`config.mk`:
```
export PLATFORM = sky130hd
export DESIGN_NAME = atmtx_core
export DESIGN_NICKNAME = d
export VERILOG_FILES = /design/src/common/atmtx_pkg.sv /design/src/hw/atmtx_core.sv
export VERILOG_INCLUDE_DIRS = /design/src /design/src/common
export SDC_FILE = /design/constraint.sdc
export NUM_CORES = 1
export LEC_CHECK = 0
export BUFFER_PORTS_ARGS = -buffer_cell sky130_fd_sc_hd__buf_2
export CAP_MARGIN = 15
export CORE_ASPECT_RATIO = 0.8
export CORE_MARGIN = 1
export CORE_UTILIZATION = 30
export CTS_CLUSTER_SIZE = 16
export DETAILED_ROUTE_END_ITERATION = 12
export PLACE_DENSITY_LB_ADDON = 0.3
export SLEW_MARGIN = 20
export SYNTH_ARGS = -nofsm -noshare
export SYNTH_HDL_FRONTEND = slang
export SYNTH_SLANG_ARGS = --single-unit
```
`constraint.sdc`:
```
create_clock -name aclk -period 9.2 [get_ports aclk]
set_input_delay 0.46 -clock aclk [delete_from_list [all_inputs] [get_ports aclk]]
set_output_delay 0.46 -clock aclk [all_outputs]
set_load 0.005 [all_outputs]
```
`src/common/atmtx_regs.svh`:
```
// Register indices, field positions, reset values and cell constants
`ifndef ATMTX_REGS_SVH
`define ATMTX_REGS_SVH
`define ATMTX_IDX_CTRL 10'h0a0
`define ATMTX_IDX_ECC 10'h0a4
`define ATMTX_IDX_MASK 10'h0a6
`define ATMTX_IDX_HDR_LO 10'h0a8
`define ATMTX_IDX_HDR_HI 10'h0aa
`define ATMTX_IDX_PAY 10'h0ac
`define ATMTX_IDX_STAT 10'h0ae
`define ATMTX_IDX_LAT 10'h0b0
`define ATMTX_IDX_IE 10'h0b2
`define ATMTX_IDX_CNT_LO 10'h0b4
`define ATMTX_IDX_CNT_HI 10'h0b6
`define ATMTX_BIT_HDR_SEL 5
`define ATMTX_BIT_PAY_SEL 4
`define ATMTX_BIT_DONE 0
`define ATMTX_POS_RATE 8
`define ATMTX_POS_TOTAL 0
`define ATMTX_RST_HDR 32'h0000_0000
`define ATMTX_RST_PAY 8'h00
`define ATMTX_RST_MASK 8'h00
`define ATMTX_RST_ECC 15'h0000
`define ATMTX_RST_CNT 24'h00_0000
`define ATMTX_IDLE_HDR 32'h0000_0001
`define ATMTX_IDLE_PAY 8'h6a
`define ATMTX_TOTAL_CONT 8'hff
`define ATMTX_HEC_POLY 8'h07
`define ATMTX_HEC_COSET 8'h55
`define ATMTX_CELL_LAST 6'h34
`define ATMTX_HEC_IDX 6'h04
`define ATMTX_RESP_OKAY 2'h0
`define ATMTX_RESP_SLVERR 2'h2
`endif

```
`src/common/atmtx_pkg.sv`:
```
// Types of the transmit fill and error insertion slice
package atmtx_pkg;
    typedef enum logic [1:0] {CST_DECIDE, CST_FETCH, CST_READY} atmtx_cell_st_t;
    typedef enum logic [3:0] {
        RID_NONE, RID_CTRL, RID_ECC, RID_MASK, RID_HLO, RID_HHI, RID_PAY,
        RID_STAT, RID_LAT, RID_IE, RID_CLO, RID_CHI
    } atmtx_rid_t;
    typedef struct packed {
        atmtx_cell_st_t cst;
        logic [5:0] idx;
        logic from_fifo;
        logic errored;
        logic [7:0] hold;
        logic hdr_sel;
        logic pay_sel;
        logic [6:0] rate;
        logic [7:0] total;
        logic [7:0] mask;
        logic [31:0] hdr;
        logic [7:0] pay;
        logic [23:0] ecnt;
        logic [7:0] sent;
        logic done;
        logic latched;
        logic ie;
        logic [23:0] run_cnt;
        logic [23:0] snap_cnt;
        logic awready;
        logic wready;
        logic aw_got;
        logic w_got;
        logic [11:0] awaddr;
        logic [31:0] wdata;
        logic [3:0] wstrb;
        logic bvalid;
        logic [1:0] bresp;
        logic arready;
        logic rvalid;
        logic [1:0] rresp;
        logic [31:0] rdata;
        logic fifo_rd;
        logic tx_valid;
        logic tx_soc;
        logic [7:0] tx_data;
        logic irq;
    } atmtx_state_t;
endpackage : atmtx_pkg

```
`src/hw/atmtx_core.sv`:
```
// Transmit fill cell builder, errored cell insertion and cell counter
`timescale 1ns/1ps
`include "atmtx_regs.svh"
module atmtx_core (
    // Clock and reset
    input wire logic aclk,
    input wire logic aresetn,
    // AXI4-Lite write address and data
    input wire logic s_axi_awvalid,
    output logic s_axi_awready,
    input wire logic [11:0] s_axi_awaddr,
    input wire logic [2:0] s_axi_awprot,
    input wire logic s_axi_wvalid,
    output logic s_axi_wready,
    input wire logic [31:0] s_axi_wdata,
    input wire logic [3:0] s_axi_wstrb,
    // AXI4-Lite write response
    output logic s_axi_bvalid,
    input wire logic s_axi_bready,
    output logic [1:0] s_axi_bresp,
    // AXI4-Lite read
    input wire logic s_axi_arvalid,
    output logic s_axi_arready,
    input wire logic [11:0] s_axi_araddr,
    input wire logic [2:0] s_axi_arprot,
    output logic s_axi_rvalid,
    input wire logic s_axi_rready,
    output logic [31:0] s_axi_rdata,
    output logic [1:0] s_axi_rresp,
    // Transmit FIFO side
    input wire logic fifo_cell_avail,
    input wire logic [7:0] fifo_data,
    output logic fifo_rd,
    // Outgoing cell stream
    input wire logic line_slot,
    output logic tx_valid,
    output logic tx_soc,
    output logic [7:0] tx_data,
    // Performance monitor and interrupt
    input wire logic perf_update_strobe,
    input wire logic port_summary_irq_en,
    output logic irq
);
    import atmtx_pkg::*;

    atmtx_state_t st_r;
    atmtx_state_t st_nxt;

    function automatic atmtx_rid_t rid_of(input logic [11:0] a);
        logic [9:0] i;
        i = a[11:2];
        if (a[1:0] != 2'h0) begin
            rid_of = RID_NONE;
        end else if (i == `ATMTX_IDX_CTRL) begin
            rid_of = RID_CTRL;
        end else if (i == `ATMTX_IDX_ECC) begin
            rid_of = RID_ECC;
        end else if (i == `ATMTX_IDX_MASK) begin
            rid_of = RID_MASK;
        end else if (i == `ATMTX_IDX_HDR_LO) begin
            rid_of = RID_HLO;
        end else if (i == `ATMTX_IDX_HDR_HI) begin
            rid_of = RID_HHI;
        end else if (i == `ATMTX_IDX_PAY) begin
            rid_of = RID_PAY;
        end else if (i == `ATMTX_IDX_STAT) begin
            rid_of = RID_STAT;
        end else if (i == `ATMTX_IDX_LAT) begin
            rid_of = RID_LAT;
        end else if (i == `ATMTX_IDX_IE) begin
            rid_of = RID_IE;
        end else if (i == `ATMTX_IDX_CNT_LO) begin
            rid_of = RID_CLO;
        end else if (i == `ATMTX_IDX_CNT_HI) begin
            rid_of = RID_CHI;
        end else begin
            rid_of = RID_NONE;
        end
    endfunction : rid_of

    // Byte-lane merge into a 16-bit register
    function automatic logic [15:0] merge16(input logic [15:0] old, input logic [31:0] d,
                                            input logic [3:0] s);
        merge16 = old;
        if (s[0]) begin
            merge16[7:0] = d[7:0];
        end
        if (s[1]) begin
            merge16[15:8] = d[15:8];
        end
    endfunction : merge16

    // CRC-8 with coset over the four header bytes
    function automatic logic [7:0] hec_of(input logic [31:0] h);
        logic [7:0] c;
        c = 8'h00;
        for (int i = 31; i >= 0; i--) begin
            if (c[7] ^ h[i]) begin
                c = {c[6:0], 1'b0} ^ `ATMTX_HEC_POLY;
            end else begin
                c = {c[6:0], 1'b0};
            end
        end
        hec_of = c ^ `ATMTX_HEC_COSET;
    endfunction : hec_of

    // Cells per errored cell: x * 10^y, y limited to 6
    function automatic logic [23:0] period_of(input logic [6:0] r);
        logic [23:0] p;
        logic [27:0] prod;
        case (r[6:4])
            3'h0: p = 24'h00_0001;
            3'h1: p = 24'h00_000a;
            3'h2: p = 24'h00_0064;
            3'h3: p = 24'h00_03e8;
            3'h4: p = 24'h00_2710;
            3'h5: p = 24'h01_86a0;
            default: p = 24'h0f_4240;
        endcase
        prod = {24'h00_0000, r[3:0]} * {4'h0, p};
        period_of = prod[23:0];
    endfunction : period_of

    always_comb begin
        logic [31:0] hdr_v;
        logic [7:0] pay_v;
        logic [7:0] b;
        logic cell_inc;
        logic x_on;
        logic done_n;
        logic [15:0] m;
        atmtx_rid_t wr_id;
        atmtx_rid_t rd_id;
        hdr_v = 32'h0000_0000;
        pay_v = 8'h00;
        b = 8'h00;
        cell_inc = 1'b0;
        x_on = 1'b0;
        done_n = 1'b0;
        m = 16'h0000;
        wr_id = RID_NONE;
        rd_id = RID_NONE;
        st_nxt = st_r;
        st_nxt.fifo_rd = 1'b0;
        st_nxt.tx_valid = 1'b0;
        st_nxt.tx_soc = 1'b0;

        hdr_v = st_r.hdr_sel ? st_r.hdr : `ATMTX_IDLE_HDR;
        pay_v = st_r.pay_sel ? st_r.pay : `ATMTX_IDLE_PAY;
        x_on = (st_r.rate[3:0] != 4'h0);

        // Cell sequencer
        case (st_r.cst)
            CST_DECIDE: begin
                st_nxt.idx = 6'h00;
                st_nxt.from_fifo = fifo_cell_avail;
                st_nxt.fifo_rd = fifo_cell_avail;
                st_nxt.cst = fifo_cell_avail ? CST_FETCH : CST_READY;
                st_nxt.errored = 1'b0;
                if (x_on && (st_r.total == `ATMTX_TOTAL_CONT || st_r.sent < st_r.total)) begin
                    if (st_r.ecnt + 24'h00_0001 >= period_of(st_r.rate)) begin
                        st_nxt.errored = 1'b1;
                        st_nxt.ecnt = 24'h00_0000;
                    end else begin
                        st_nxt.ecnt = st_r.ecnt + 24'h00_0001;
                    end
                end
            end
            CST_FETCH: begin
                st_nxt.hold = fifo_data;
                st_nxt.cst = CST_READY;
            end
            default: begin
                if (line_slot) begin
                    if (st_r.from_fifo) begin
                        b = st_r.hold;
                    end else if (st_r.idx < `ATMTX_HEC_IDX) begin
                        b = hdr_v[{~st_r.idx[1:0], 3'h0} +: 8];
                    end else if (st_r.idx == `ATMTX_HEC_IDX) begin
                        b = hec_of(hdr_v);
                    end else begin
                        b = pay_v;
                    end
                    if (st_r.errored && st_r.idx == `ATMTX_HEC_IDX) begin
                        b = b ^ st_r.mask;
                    end
                    st_nxt.tx_valid = 1'b1;
                    st_nxt.tx_data = b;
                    st_nxt.tx_soc = (st_r.idx == 6'h00);
                    if (st_r.idx == `ATMTX_CELL_LAST) begin
                        st_nxt.cst = CST_DECIDE;
                        cell_inc = st_r.from_fifo;
                        if (st_r.errored && st_r.total != `ATMTX_TOTAL_CONT) begin
                            st_nxt.sent = st_r.sent + 8'h01;
                        end
                    end else begin
                        st_nxt.idx = st_r.idx + 6'h01;
                        if (st_r.from_fifo) begin
                            st_nxt.fifo_rd = 1'b1;
                            st_nxt.cst = CST_FETCH;
                        end
                    end
                end
            end
        endcase

        // Running and readable cell count
        if (perf_update_strobe) begin
            st_nxt.snap_cnt = st_r.run_cnt + {23'h00_0000, cell_inc};
            st_nxt.run_cnt = 24'h00_0000;
        end else begin
            st_nxt.run_cnt = st_r.run_cnt + {23'h00_0000, cell_inc};
        end

        // AXI write channel
        if (st_r.bvalid && s_axi_bready) begin
            st_nxt.bvalid = 1'b0;
        end
        if (s_axi_awvalid && st_r.awready) begin
            st_nxt.aw_got = 1'b1;
            st_nxt.awaddr = s_axi_awaddr;
        end
        if (s_axi_wvalid && st_r.wready) begin
            st_nxt.w_got = 1'b1;
            st_nxt.wdata = s_axi_wdata;
            st_nxt.wstrb = s_axi_wstrb;
        end
        if (st_nxt.aw_got && st_nxt.w_got && !st_nxt.bvalid) begin
            wr_id = rid_of(st_nxt.awaddr);
            st_nxt.aw_got = 1'b0;
            st_nxt.w_got = 1'b0;
            st_nxt.bvalid = 1'b1;
            st_nxt.bresp = (wr_id == RID_NONE) ? `ATMTX_RESP_SLVERR : `ATMTX_RESP_OKAY;
            case (wr_id)
                RID_CTRL: begin
                    m = merge16({10'h000, st_r.hdr_sel, st_r.pay_sel, 4'h0},
                                st_nxt.wdata, st_nxt.wstrb);
                    st_nxt.hdr_sel = m[`ATMTX_BIT_HDR_SEL];
                    st_nxt.pay_sel = m[`ATMTX_BIT_PAY_SEL];
                end
                RID_ECC: begin
                    m = merge16({1'b0, st_r.rate, st_r.total}, st_nxt.wdata, st_nxt.wstrb);
                    st_nxt.rate = m[`ATMTX_POS_RATE +: 7];
                    st_nxt.total = m[`ATMTX_POS_TOTAL +: 8];
                    st_nxt.ecnt = 24'h00_0000;
                    st_nxt.sent = 8'h00;
                    st_nxt.errored = 1'b0;
                end
                RID_MASK: begin
                    m = merge16({8'h00, st_r.mask}, st_nxt.wdata, st_nxt.wstrb);
                    st_nxt.mask = m[7:0];
                end
                RID_HLO: begin
                    st_nxt.hdr[15:0] = merge16(st_r.hdr[15:0], st_nxt.wdata, st_nxt.wstrb);
                end
                RID_HHI: begin
                    st_nxt.hdr[31:16] = merge16(st_r.hdr[31:16], st_nxt.wdata, st_nxt.wstrb);
                end
                RID_PAY: begin
                    m = merge16({8'h00, st_r.pay}, st_nxt.wdata, st_nxt.wstrb);
                    st_nxt.pay = m[7:0];
                end
                RID_LAT: begin
                    if (st_nxt.wstrb[0] && st_nxt.wdata[`ATMTX_BIT_DONE]) begin
                        st_nxt.latched = 1'b0;
                    end
                end
                RID_IE: begin
                    m = merge16({15'h0000, st_r.ie}, st_nxt.wdata, st_nxt.wstrb);
                    st_nxt.ie = m[`ATMTX_BIT_DONE];
                end
                default: begin
                end
            endcase
        end
        st_nxt.awready = !st_nxt.aw_got && !st_nxt.bvalid;
        st_nxt.wready = !st_nxt.w_got && !st_nxt.bvalid;

        // AXI read channel
        if (st_r.rvalid && s_axi_rready) begin
            st_nxt.rvalid = 1'b0;
        end
        if (s_axi_arvalid && st_r.arready) begin
            rd_id = rid_of(s_axi_araddr);
            st_nxt.rvalid = 1'b1;
            st_nxt.rresp = (rd_id == RID_NONE) ? `ATMTX_RESP_SLVERR : `ATMTX_RESP_OKAY;
            case (rd_id)
                RID_CTRL: st_nxt.rdata = {26'h000_0000, st_r.hdr_sel, st_r.pay_sel, 4'h0};
                RID_ECC: st_nxt.rdata = {17'h0_0000, st_r.rate, st_r.total};
                RID_MASK: st_nxt.rdata = {24'h00_0000, st_r.mask};
                RID_HLO: st_nxt.rdata = {16'h0000, st_r.hdr[15:0]};
                RID_HHI: st_nxt.rdata = {16'h0000, st_r.hdr[31:16]};
                RID_PAY: st_nxt.rdata = {24'h00_0000, st_r.pay};
                RID_STAT: st_nxt.rdata = {31'h0000_0000, st_r.done};
                RID_LAT: st_nxt.rdata = {31'h0000_0000, st_r.latched};
                RID_IE: st_nxt.rdata = {31'h0000_0000, st_r.ie};
                RID_CLO: st_nxt.rdata = {16'h0000, st_r.snap_cnt[15:0]};
                RID_CHI: st_nxt.rdata = {24'h00_0000, st_r.snap_cnt[23:16]};
                default: st_nxt.rdata = 32'h0000_0000;
            endcase
        end
        st_nxt.arready = !st_nxt.rvalid;

        // Insertion finished status, latch and interrupt
        done_n = (st_nxt.rate[3:0] != 4'h0) && (st_nxt.total != `ATMTX_TOTAL_CONT)
                 && (st_nxt.sent == st_nxt.total);
        st_nxt.done = done_n;
        if (done_n && !st_r.done) begin
            st_nxt.latched = 1'b1;
        end
        st_nxt.irq = st_nxt.latched && st_nxt.ie && port_summary_irq_en;

        if (!aresetn) begin
            st_nxt = '0;
            st_nxt.cst = CST_DECIDE;
            st_nxt.hdr = `ATMTX_RST_HDR;
            st_nxt.pay = `ATMTX_RST_PAY;
            st_nxt.mask = `ATMTX_RST_MASK;
            st_nxt.rate = 7'(`ATMTX_RST_ECC >> `ATMTX_POS_RATE);
            st_nxt.run_cnt = `ATMTX_RST_CNT;
            st_nxt.snap_cnt = `ATMTX_RST_CNT;
        end
    end

    always_ff @(posedge aclk) begin
        st_r <= st_nxt;
    end

    assign s_axi_awready = st_r.awready;
    assign s_axi_wready = st_r.wready;
    assign s_axi_bvalid = st_r.bvalid;
    assign s_axi_bresp = st_r.bresp;
    assign s_axi_arready = st_r.arready;
    assign s_axi_rvalid = st_r.rvalid;
    assign s_axi_rdata = st_r.rdata;
    assign s_axi_rresp = st_r.rresp;
    assign fifo_rd = st_r.fifo_rd;
    assign tx_valid = st_r.tx_valid;
    assign tx_soc = st_r.tx_soc;
    assign tx_data = st_r.tx_data;
    assign irq = st_r.irq;
endmodule : atmtx_core

```
==> results of run 1 <==
==> cell type report <==
type	instances	area [sq um]	area share (%)
multi-input cells	1314	9273	56.43
flip-flops and latches	233	4664	28.38
well taps	629	787.0	4.789
clock buffers	31	699.4	4.256
repair buffers	107	565.5	3.441
inverters	76	287.8	1.751
clock inverters	17	151.4	0.9213
diodes	2	5.005	0.03046
==> worst reg2reg max path: cells and delay by family, from the launching register on <==
family,cells,cell delay (ps)
simple gates,4,1220
buf+inv,1,60
compound gates,14,3330
xor+xnor,1,170
fa+ha+maj,4,1820
flops,1,480
==> kinds of logic after synthesis <==
| kind of cell | count (synthesis) | share of synthesized area, % |
|---|---|---|
| AND/OR/NAND/NOR | 622 | 19.63 |
| AO/OA/AOI/OAI | 302 | 13.89 |
| flip-flops | 233 | 31.55 |
| buffers and inverters | 199 | 6.220 |
| XOR/XNOR | 172 | 11.26 |
| adder cells (fa/ha/maj) | 101 | 10.02 |
| multiplexers | 99 | 7.414 |
| other | 1 | 0.02536 |
==> cell usage in the layout (no fill, tap or decap), types with 9 or more instances in the layout <==
cell type  count
conb_1        18
a222oi_1      16
or2_2         17
a21o_1        25
and3_1        34
xnor2_1       70
nand4_1       16
fa_1          29
nor2_1       248
nor2b_1        9
buf_4         12
inv_1         75
nand3_1       46
buf_2         95
mux2_2        14
ha_1          72
clkbuf_16     26
dfxtp_1      233
nand2b_1      20
o21ai_0       25
a22oi_1       14
clkinv_2      11
nor3_1        18
mux2i_1       78
and2_1        33
a21oi_1       97
a31oi_1        9
xor2_1        89
a211oi_1      55
nand2_1      141
==> metrics by stage <==
stage / hold slack [ps] / utilization [%] / cell area [sq um]
2_1_floorplan: 401.6 / - / 14850
6_report: 125.8 / 33.91 / 16430
3_3_place_gp: 410.6 / 32.12 / 15570
5_1_grt: 134.9 / 33.90 / 16430
3_5_place_dp: 417.0 / 32.12 / 15570
4_1_cts: 99.81 / 33.88 / 16420
==> cells in the mapped netlist, drive strengths merged (4+ instances only) <==
cell     count  area (sq um)
mux2        14         157.7
o211ai       8         65.06
nor2       251         952.2
a31oi        9         56.30
nor3        18         90.09
and2        34         212.7
nor4         6         43.79
xnor2       73         661.9
mux4         7         157.7
xnor3        7         157.7
o21ai       26         130.1
dfxtp      233          4664
mux2i       78         780.8
fa          29         580.6
or4          4         30.03
buf         53         370.4
a22oi       14         105.1
ha          72         900.9
nand3       46         230.2
or2         17         106.4
nor3b        4         30.03
nand4       16         100.1
nand3b       5         37.54
nand2b      20         125.1
a222oi      16         160.2
a211oi      56         425.4
inv         76         285.3
nor2b        9         56.30
nand2      142         535.5
or3          5         36.28
o21a         7         52.55
clkbuf      70         264.0
xor2        90         795.8
o22ai        5         31.28
and3        34         212.7
a21o        25         187.7
a21oi       98         494.2
and4         6         52.55
a2111oi      4         48.80
==> flip-flops by register name (all words and copies together), names as in the netlist <==
register / count
fifo_rd: 1
s_axi_wready: 1
s_axi_rresp: 1
s_axi_rvalid: 1
s_axi_bvalid: 1
s_axi_bresp: 1
s_axi_awready: 1
tx_valid: 1
s_axi_rdata: 16
s_axi_arready: 1
st_r: 198
tx_data: 8
irq: 1
tx_soc: 1
==> layer usage <==
layer	wire length [um]	vias to the layer above	share of wire [%]	global-route usage, %
met2	18840	274	45	26.11
li1	-	5992	-	-
met4	920	0	2.2	3.791
met1	19520	5788	46	23.04
met5	0	-	0	0
met3	2756	57	6.6	3.099
==> power by group through the flow <==
stage          clock (mW)  combinational, mW  sequential [mW]
2_1_floorplan           0             0.0896             1.06
3_5_place_dp            0              0.133             1.07
6_report             1.04              0.133             1.05
5_1_grt              1.11              0.146             1.05
3_3_place_gp            0              0.132             1.07
4_1_cts              1.07              0.134             1.05
==> final timing paths <==
kind / slack, ps / from / to
min: 130 / fifo_data[7] / st_r[258]
max reg2reg: 2030 / st_r[247] / st_r[168]
max: 2030 / st_r[247] / st_r[168]
min reg2reg: 430 / st_r[100] / s_axi_awready
==> out/qor.yml, run 1 <==
cts.repair.resized: 0
die_x_um: 250.2
switching_power_mw: 0.5631
worstPathMaxFanout: 25
ys.flop_type: "dfxtp_1"
total_power_mw: 2.216
worstPathRequired_ps: 9660
end_kind: "flip-flop"
power_frac_clock_pct: 46.8
setup_tns_ps: 0
max_freq_ghz: 0.1395
synth_area_sq_um: 14780
finalHoldViolations: 0
layout.cells.non_filler: 2409
yosysWarnings: 0
first_pass_iters: 7
start_util_pct: 30.50
ys_seq_area_share_pct: 31.55
totalWireLength_mm: 42.04
worst_path_dominant_cell_family: "compound AO/OA/AOI/OAI gates"
post-route-min-period_ps: 7168
dieHeight_um: 200.6
crit_type: "reg2reg"
htree_levels: 1
synth.distinct_cells: 84
comb_power_share_pct: 6.0
leakage_nw: 6.741
io_buffers: 95
dp_slack_ps: 2069
core_area_sq_um: 48470
clk_pin_slew_ps: 60
switching_share_pct: 25.41
grt_max_degree: 78
syn_inst: 1729
p_int_mw: 1.653
reg2regPathDepth: 24
cts_root_buf: "clkbuf_16"
seqPwrFrac_pct: 47.2
grt_pass1_wl_mm: 65.59
gp_congestion: 0.9087
synth_edf_count: 0
crit_path_max_incr_delay_ps: 550
drtAntennaViolNets: 0
crit_path_top_delay_cell: "fa_1"
syn_avg_cell_area_sq_um: 8.551
rsz0062_at_grt: "false"
max_cap_violations: 0
area_growth_syn_to_layout_pct: 11.15
cp.depth: 24
setup_viol: 0
worstSkewPairLatency_ps: 580
fillerInstances: 5062
relSlewSlack_pct: 23.18
dpl.hpwl_mm: 32.12
finalNetCount: 1944
grt_pass1_vias: 11580
period_share_pct: 77.91
drt_iter0_drc: 898
overflow: 0
status: "finished clean"
async_reset_ff_share_pct: 0
holdBufCountCts: 0
worstMarginPinSlew_ps: 1148
wl_per_cell_um: 17.45
drive_gt1_share_pct: 11.87
vdd_ir_drop_max_uv: 127.9
ios: 138
numPlacedInstances: 2359
post-route-worst-setup-slack_ps: 2032
cts_tree: "yes"
path_buf_inv: 1
num_rows: 72
vias_per_cell: 5.027
arrival_ps: 7630
powerDensity_nw_per_um2: 134.8
antenna_found_initial: 1
slew_viol_final: 0
fin_skew_ps: 31.82
dr_total_vias: 12110
clk_path_buf_depth: 3
numCtsBuffers: 26
clock-sinks: 233
die_area_sq_um: 50180
ys_seq_elements: 233
hold_path.class: "in2reg"
track_usage_pct: 16.48
path_cells: "or2_2 > or2_2 > fa_1 > inv_1 > fa_1 > fa_1 > a21o_1 > a21oi_1 > o21bai_1 > a21oi_1 > o21ai_0 > a211oi_1 > nor2_1 > o31ai_1 > o21ai_0 > o22ai_1 > xor2_1 > ha_1 > a211o_1 > or3_1 > a221oi_1 > a21oi_1 > a21o_1 > a211oi_1"
cts_setup_buffers: 0
crit_path_start_kind: "flip-flop"
drc: 0
hold_depth: 3
(Power assumes the default switching activity.)
==> inputs of run 2 (changes only) <==
--- a/config.mk
+++ b/config.mk
@@ -6,6 +6,7 @@
 export SDC_FILE = /design/constraint.sdc
 export NUM_CORES = 1
 export LEC_CHECK = 0
+export ABC_AREA = 1
 export BUFFER_PORTS_ARGS = -buffer_cell sky130_fd_sc_hd__buf_2
 export CAP_MARGIN = 15
 export CORE_ASPECT_RATIO = 0.8
==> constraint.sdc (replaced) <==
create_clock -name aclk -period 7.4 [get_ports aclk]
set_input_delay 0.37 -clock aclk [delete_from_list [all_inputs] [get_ports aclk]]
set_output_delay 0.37 -clock aclk [all_outputs]
set_load 0.005 [all_outputs]
==> out/qor.yml, run 2 <==
status: "finished clean"
cts_root_buf: "clkbuf_16"
path_buf_inv: 4  # +3
grt_pass1_wl_mm: 75.27  # +15%
synth_edf_count: 0  # unchanged
start_util_pct: 30.43  # -0.076 points
cts_setup_buffers: 0  # unchanged
hold_slack_ps: 34.32  # -91.49 ps
setup_viol: 0  # unchanged
clock-sinks: 233  # unchanged
total_power_mw: 2.982  # +35%
place_area_sq_um: 16390  # +5.3%
rsz0062_at_grt: "false"
ys_seq_elements: 233  # unchanged
worstMarginPinSlew_ps: 934.5  # -213.6 ps
dp_slack_ps: 1156  # -913.3 ps
fin_skew_ps: 23.62  # -8.196 ps
grt_max_degree: 69  # -12%
final_common_cell: "nand2_1"
first_pass_iters: 8  # +1
dpl.hpwl_mm: 38.32  # +19%
crit_path_start_kind: "flip-flop"
slew_viol_final: 0  # unchanged
fin_util_pct: 33.94  # about the same
leakage_nw: 7.822  # +16%
area_growth_syn_to_layout_pct: 11.54
r2r_setup_slack_ps: 1080  # -950 ps
cts_tree: "yes"
num_rows: 74  # +2.8%
clk_path_buf_depth: 3  # unchanged
die_area_sq_um: 52760  # +5.1%
finalNetCount: 2529  # +30%
largest_reg_flops: 198  # unchanged
synth.distinct_cells: 68  # -19%
crit_path_max_incr_delay_ps: 530  # -20 ps
setup_tns_ps: 0  # unchanged
rr_endpoint: "st_r[168]"
wl_per_cell_um: 15.85  # -9.1%
vias_per_cell: 4.877  # -3.0%
crit_path_end: "st_r[168]"
core_area_sq_um: 51110  # +5.5%
holdBufCountCts: 0  # unchanged
synth.most_common_cell: "nand2_1"
synth_area_sq_um: 15550  # +5.2%
grt_pass1_vias: 13790  # +19%
track_usage_pct: 18.01  # +1.5 points
yosysWarnings: 0  # unchanged
crit_path_top_delay_cell: "fa_1"
drtAntennaViolNets: 0  # unchanged
ios: 138  # unchanged
synth_top_area_share_pct: 29.99  # -1.6 points
io_buffers: 95  # unchanged
crit_type: "reg2reg"
regMostFlops: "st_r"
ys_top_cells_by_area: "dfxtp_1 30%, nand2_1 11%, inv_1 8.0%, nor2_1 6.3%, a21oi_1 5.9%"
synth_common_cells: "463 x nand2_1, 330 x inv_1, 262 x nor2_1"
period_share_pct: 85.39  # +7.5 points
hold_path.class: "in2reg"
dieHeight_um: 205.6  # +2.5%
max_cap_violations: 0  # unchanged
diodes: 0  # -2
ys.flop_type: "dfxtp_1"
reg2regPathDepth: 33  # +38%
cp.depth: 33  # +38%
worstPathMaxFanout: 21  # -16%
syn_inst: 2300  # +33%
drt_iter0_drc: 1212  # +35%
relSlewSlack_pct: 37.47  # +14 points
antenna_found_initial: 1  # unchanged
numCtsBuffers: 29  # +12%
die_x_um: 256.6  # +2.5%
worstSkewPairLatency_ps: 570  # about the same
critPathLaunch: "st_r[248]"
syn_avg_cell_area_sq_um: 6.761  # -21%
powerDensity_nw_per_um2: 171.9  # +27%
gp_congestion: 0.9214  # +1.4%
worstPathRequired_ps: 7890  # -1770 ps
dr_total_vias: 14870  # +23%
crit_top_cell: "nand2_1"
htree_levels: 1  # unchanged
clk_pin_slew_ps: 60  # about the same
async_reset_ff_share_pct: 0  # unchanged
numPlacedInstances: 2996  # +27%
yosysTopAreaCell: "dfxtp_1"
drive_gt1_share_pct: 10.49  # -1.4 points
overflow: 0  # unchanged
vdd_ir_drop_max_uv: 165.2  # +29%
totalWireLength_mm: 48.34  # +15%
rr_startpoint: "st_r[248]"
ys_seq_area_share_pct: 29.99  # -1.6 points
layout_common_cells: "463 x nand2_1, 330 x inv_1, 262 x nor2_1"
final_area_sq_um: 17350  # +5.6%
drc: 0  # unchanged
max_freq_ghz: 0.1583  # +13%
finalHoldViolations: 0  # unchanged
layout.cells.non_filler: 3049  # +27%
worst_path_dominant_cell_family: "compound AO/OA/AOI/OAI gates"
arrival_ps: 6810  # -820 ps
post-route-min-period_ps: 6319  # -849.3 ps
end_kind: "flip-flop"
cts.repair.resized: 0  # unchanged
post-route-worst-setup-slack_ps: 1081  # -950.7 ps
==> run 2: cell types whose count changed in the layout (fill, tap and decap cells not counted), moves of 50 or more <==
cell,change
nand3_1,+109
o21ai_0,+100
o22ai_1,+56
a21oi_1,+85
nand2_1,+322
a211oi_1,-50
mux2i_1,-77
inv_1,+255
==> run 2: area by class of cell <==
class                      instances  area, sq um
timing repair buffer             106        558.0
tap                              684        855.8
inverter                         340         1281
sequential                       233         4664
fill                            5552        33760
clock inverter                    10        135.1
clock buffer                      43        818.3
multi-input combinational       1633         9032
==> run 2: where the power goes <==
group / switching [mW] / internal, mW / leakage [nW]
Sequential: 0.0146 / 1.29 / 1.89
Combinational: 0.175 / 0.0721 / 5.47
Clock: 0.569 / 0.866 / 0.465
Total: 0.758 / 2.22 / 7.82
==> run 2: tightest hold or removal path: cells and delay by family <==
kind                   cells  cell delay, ps
buffers and inverters      1              80
AND/OR/NAND/NOR            2             120
==> run 2: cell families after synthesis <==
group | after synthesis | share of synthesized area, %
buf+inv | 451 | 12.33
xor+xnor | 76 | 4.546
other cells | 1 | 0.02411
fa+ha+maj | 101 | 9.526
compound gates | 423 | 14.98
simple gates | 1013 | 28.46
mux | 2 | 0.1368
flops | 233 | 29.99
==> run 2: per-layer routing <==
layer / share of wire [%] / up-vias / global-route usage (%)
met2: 39 / 495 / 25.92
met3: 8.4 / 80 / 3.646
met1: 50 / 6864 / 26.66
met4: 2.7 / 0 / 5.230
met5: 0 / - / 0
li1: - / 7431 / -
==> run 2: worst min-delay path by stage <==
stage	startpoint	endpoint	slack (ps)	cells after the start
floorplan	st_r[252]	st_r[252]	430	2
global placement	st_r[180]	st_r[180]	450	2
detailed placement	s_axi_rdata[10]	s_axi_rdata[10]	450	2
CTS	fifo_data[7]	st_r[258]	20	3
global route	fifo_data[7]	st_r[258]	20	3
finish	fifo_data[7]	st_r[258]	30	3
==> inputs of run 3 (changes only) <==
--- a/config.mk
+++ b/config.mk
@@ -10,7 +10,7 @@
 export BUFFER_PORTS_ARGS = -buffer_cell sky130_fd_sc_hd__buf_2
 export CAP_MARGIN = 15
 export CORE_ASPECT_RATIO = 0.8
-export CORE_MARGIN = 1
+export CORE_MARGIN = 4
 export CORE_UTILIZATION = 30
 export CTS_CLUSTER_SIZE = 16
 export DETAILED_ROUTE_END_ITERATION = 12
==> constraint.sdc (replaced) <==
create_clock -name aclk -period 6.31 [get_ports aclk]
set_input_delay 0.3155 -clock aclk [delete_from_list [all_inputs] [get_ports aclk]]
set_output_delay 0.3155 -clock aclk [all_outputs]
set_load 0.005 [all_outputs]
==> out/qor.yml, run 3 (synthesis gave the netlist of run 2 again) <==
status: "finished clean"
vias_per_cell: 4.854  # -0.47%
clk_path_buf_depth: 3  # unchanged
crit_path_start_kind: "flip-flop"
totalWireLength_mm: 48.75  # +0.85%
worstMarginPinSlew_ps: 1014  # +79.07 ps
crit_path_max_incr_delay_ps: 540  # about the same
arrival_ps: 6230  # -580 ps
diodes: 0  # unchanged
worstPathRequired_ps: 6790  # -1100 ps
dpl.hpwl_mm: 38.19  # -0.33%
dp_slack_ps: 235.2  # -920.6 ps
regMostFlops: "st_r"
drive_gt1_share_pct: 10.89  # +0.40 points
gp_congestion: 0.9090  # -1.3%
drc: 0  # unchanged
numCtsBuffers: 28  # -3.4%
leakage_nw: 7.868  # +0.60%
io_buffers: 95  # unchanged
crit_type: "reg2reg"
htree_levels: 1  # unchanged
grt_pass1_vias: 13680  # -0.82%
core_area_sq_um: 51200  # +0.18%
first_pass_iters: 6  # -2
rr_startpoint: "st_r[244]"
fillerInstances: 5532  # -0.36%
start_util_pct: 30.37  # -0.055 points
worstPathMaxFanout: 14  # -33%
end_kind: "flip-flop"
critPathLaunch: "st_r[244]"
grt_pass1_wl_mm: 75.61  # +0.46%
finalNetCount: 2536  # +0.28%
max_cap_violations: 0  # unchanged
largest_reg_flops: 198  # unchanged
dr_total_vias: 14830  # -0.30%
grt_max_degree: 68  # -1.4%
final_common_cell: "nand2_1"
die_x_um: 262.6  # +2.3%
path_buf_inv: 4  # unchanged
cts_root_buf: "clkbuf_16"
worst_path_dominant_cell_family: "adder cells"
setup_tns_ps: 0  # unchanged
fin_skew_ps: 17.47  # -6.154 ps
die_area_sq_um: 55570  # +5.3%
period_share_pct: 91.11  # +5.7 points
max_freq_ghz: 0.1739  # +9.9%
ios: 138  # unchanged
hold_path.class: "in2reg"
holdCritStartpoint: "s_axi_awaddr[11]"
crit_path_top_delay_cell: "fa_1"
drtAntennaViolNets: 0  # unchanged
num_rows: 74  # unchanged
powerDensity_nw_per_um2: 203.2  # +18%
layout_common_cells: "462 x nand2_1, 329 x inv_1, 261 x nor2_1"
crit_top_cell: "nand2_1"
total_power_mw: 3.544  # +19%
clk_pin_slew_ps: 60  # about the same
post-route-worst-setup-slack_ps: 560.8  # -520.6 ps
hold_slack_ps: 25.33  # -8.987 ps
area_growth_syn_to_layout_pct: 12.15
drt_iter0_drc: 1201  # -0.91%
overflow: 0  # unchanged
antenna_found_initial: 0  # -1
post-route-min-period_ps: 5749  # -569.4 ps
setup_viol: 0  # unchanged
wl_per_cell_um: 15.96  # +0.68%
slew_viol_final: 0  # unchanged
relSlewSlack_pct: 32.18  # -5.3 points
track_usage_pct: 16.89  # -1.1 points
clock-sinks: 233  # unchanged
finalHoldViolations: 0  # unchanged
dieHeight_um: 211.6  # +2.9%
cts_tree: "yes"
vdd_ir_drop_max_uv: 160.3  # -3.0%
worstSkewPairLatency_ps: 570  # about the same
[run 3: metrics by stage]
| step | util (%) | cell area, sq um | instances |
|---|---|---|---|
| after floorplan | - | 15620 | 2317 |
| after global placement | 32.06 | 16410 | 2999 |
| after detailed placement | 32.06 | 16410 | 2999 |
| after CTS | 34.02 | 17420 | 3053 |
| after global routing | 34.06 | 17440 | 3054 |
| final | 34.06 | 17440 | 3054 |
[run 3: routing by layer]
layer / up-vias / global-route usage, % / wire length (um)
met5: - / 0 / 0
met4: 0 / 3.699 / 808
li1: 7444 / - / -
met3: 50 / 3.823 / 4233
met1: 6822 / 25.79 / 24290
met2: 509 / 24.08 / 19420
[run 3: area by class of cell]
| type | count | area, sq um | area share, % |
|---|---|---|---|
| multi-input cells | 1633 | 9037 | 51.82 |
| flip-flops and latches | 233 | 4667 | 26.76 |
| inverters | 340 | 1284 | 7.361 |
| well taps | 684 | 855.8 | 4.907 |
| clock buffers | 38 | 789.5 | 4.527 |
| repair buffers | 114 | 631.9 | 3.623 |
| clock inverters | 12 | 175.2 | 1.004 |
[run 3: final timing paths]
path	slack, ps	depth (start not counted)	end
setup / recovery	560	32	st_r[166]
hold / removal	30	3	st_r[98]
setup reg to reg	560	32	st_r[166]
hold reg to reg	460	2	st_r[256]
[run 3: timing repair]
action | CTS | global route
resized for setup | 0 | 10
setup endpoints to repair | 0 | 25
hold buffers | 4 | 0
hold endpoints to repair | 4 | 0
buffers inserted | 0 | 0
[run 3: where the power goes]
part | internal, mW | switching (mW) | leakage (nW)
sequential | 1.51 | 0.0170 | 1.89
clock | 1.04 | 0.691 | 0.475
combinational | 0.0859 | 0.204 | 5.51
[run 3: worst reg2reg max path, delay by kind of cell (launching register included)]
kind	cells	cell delay (ps)
compound gates	9	1320
buf+inv	4	620
xor+xnor	1	150
flops	1	330
simple gates	14	1450
fa+ha+maj	4	1810
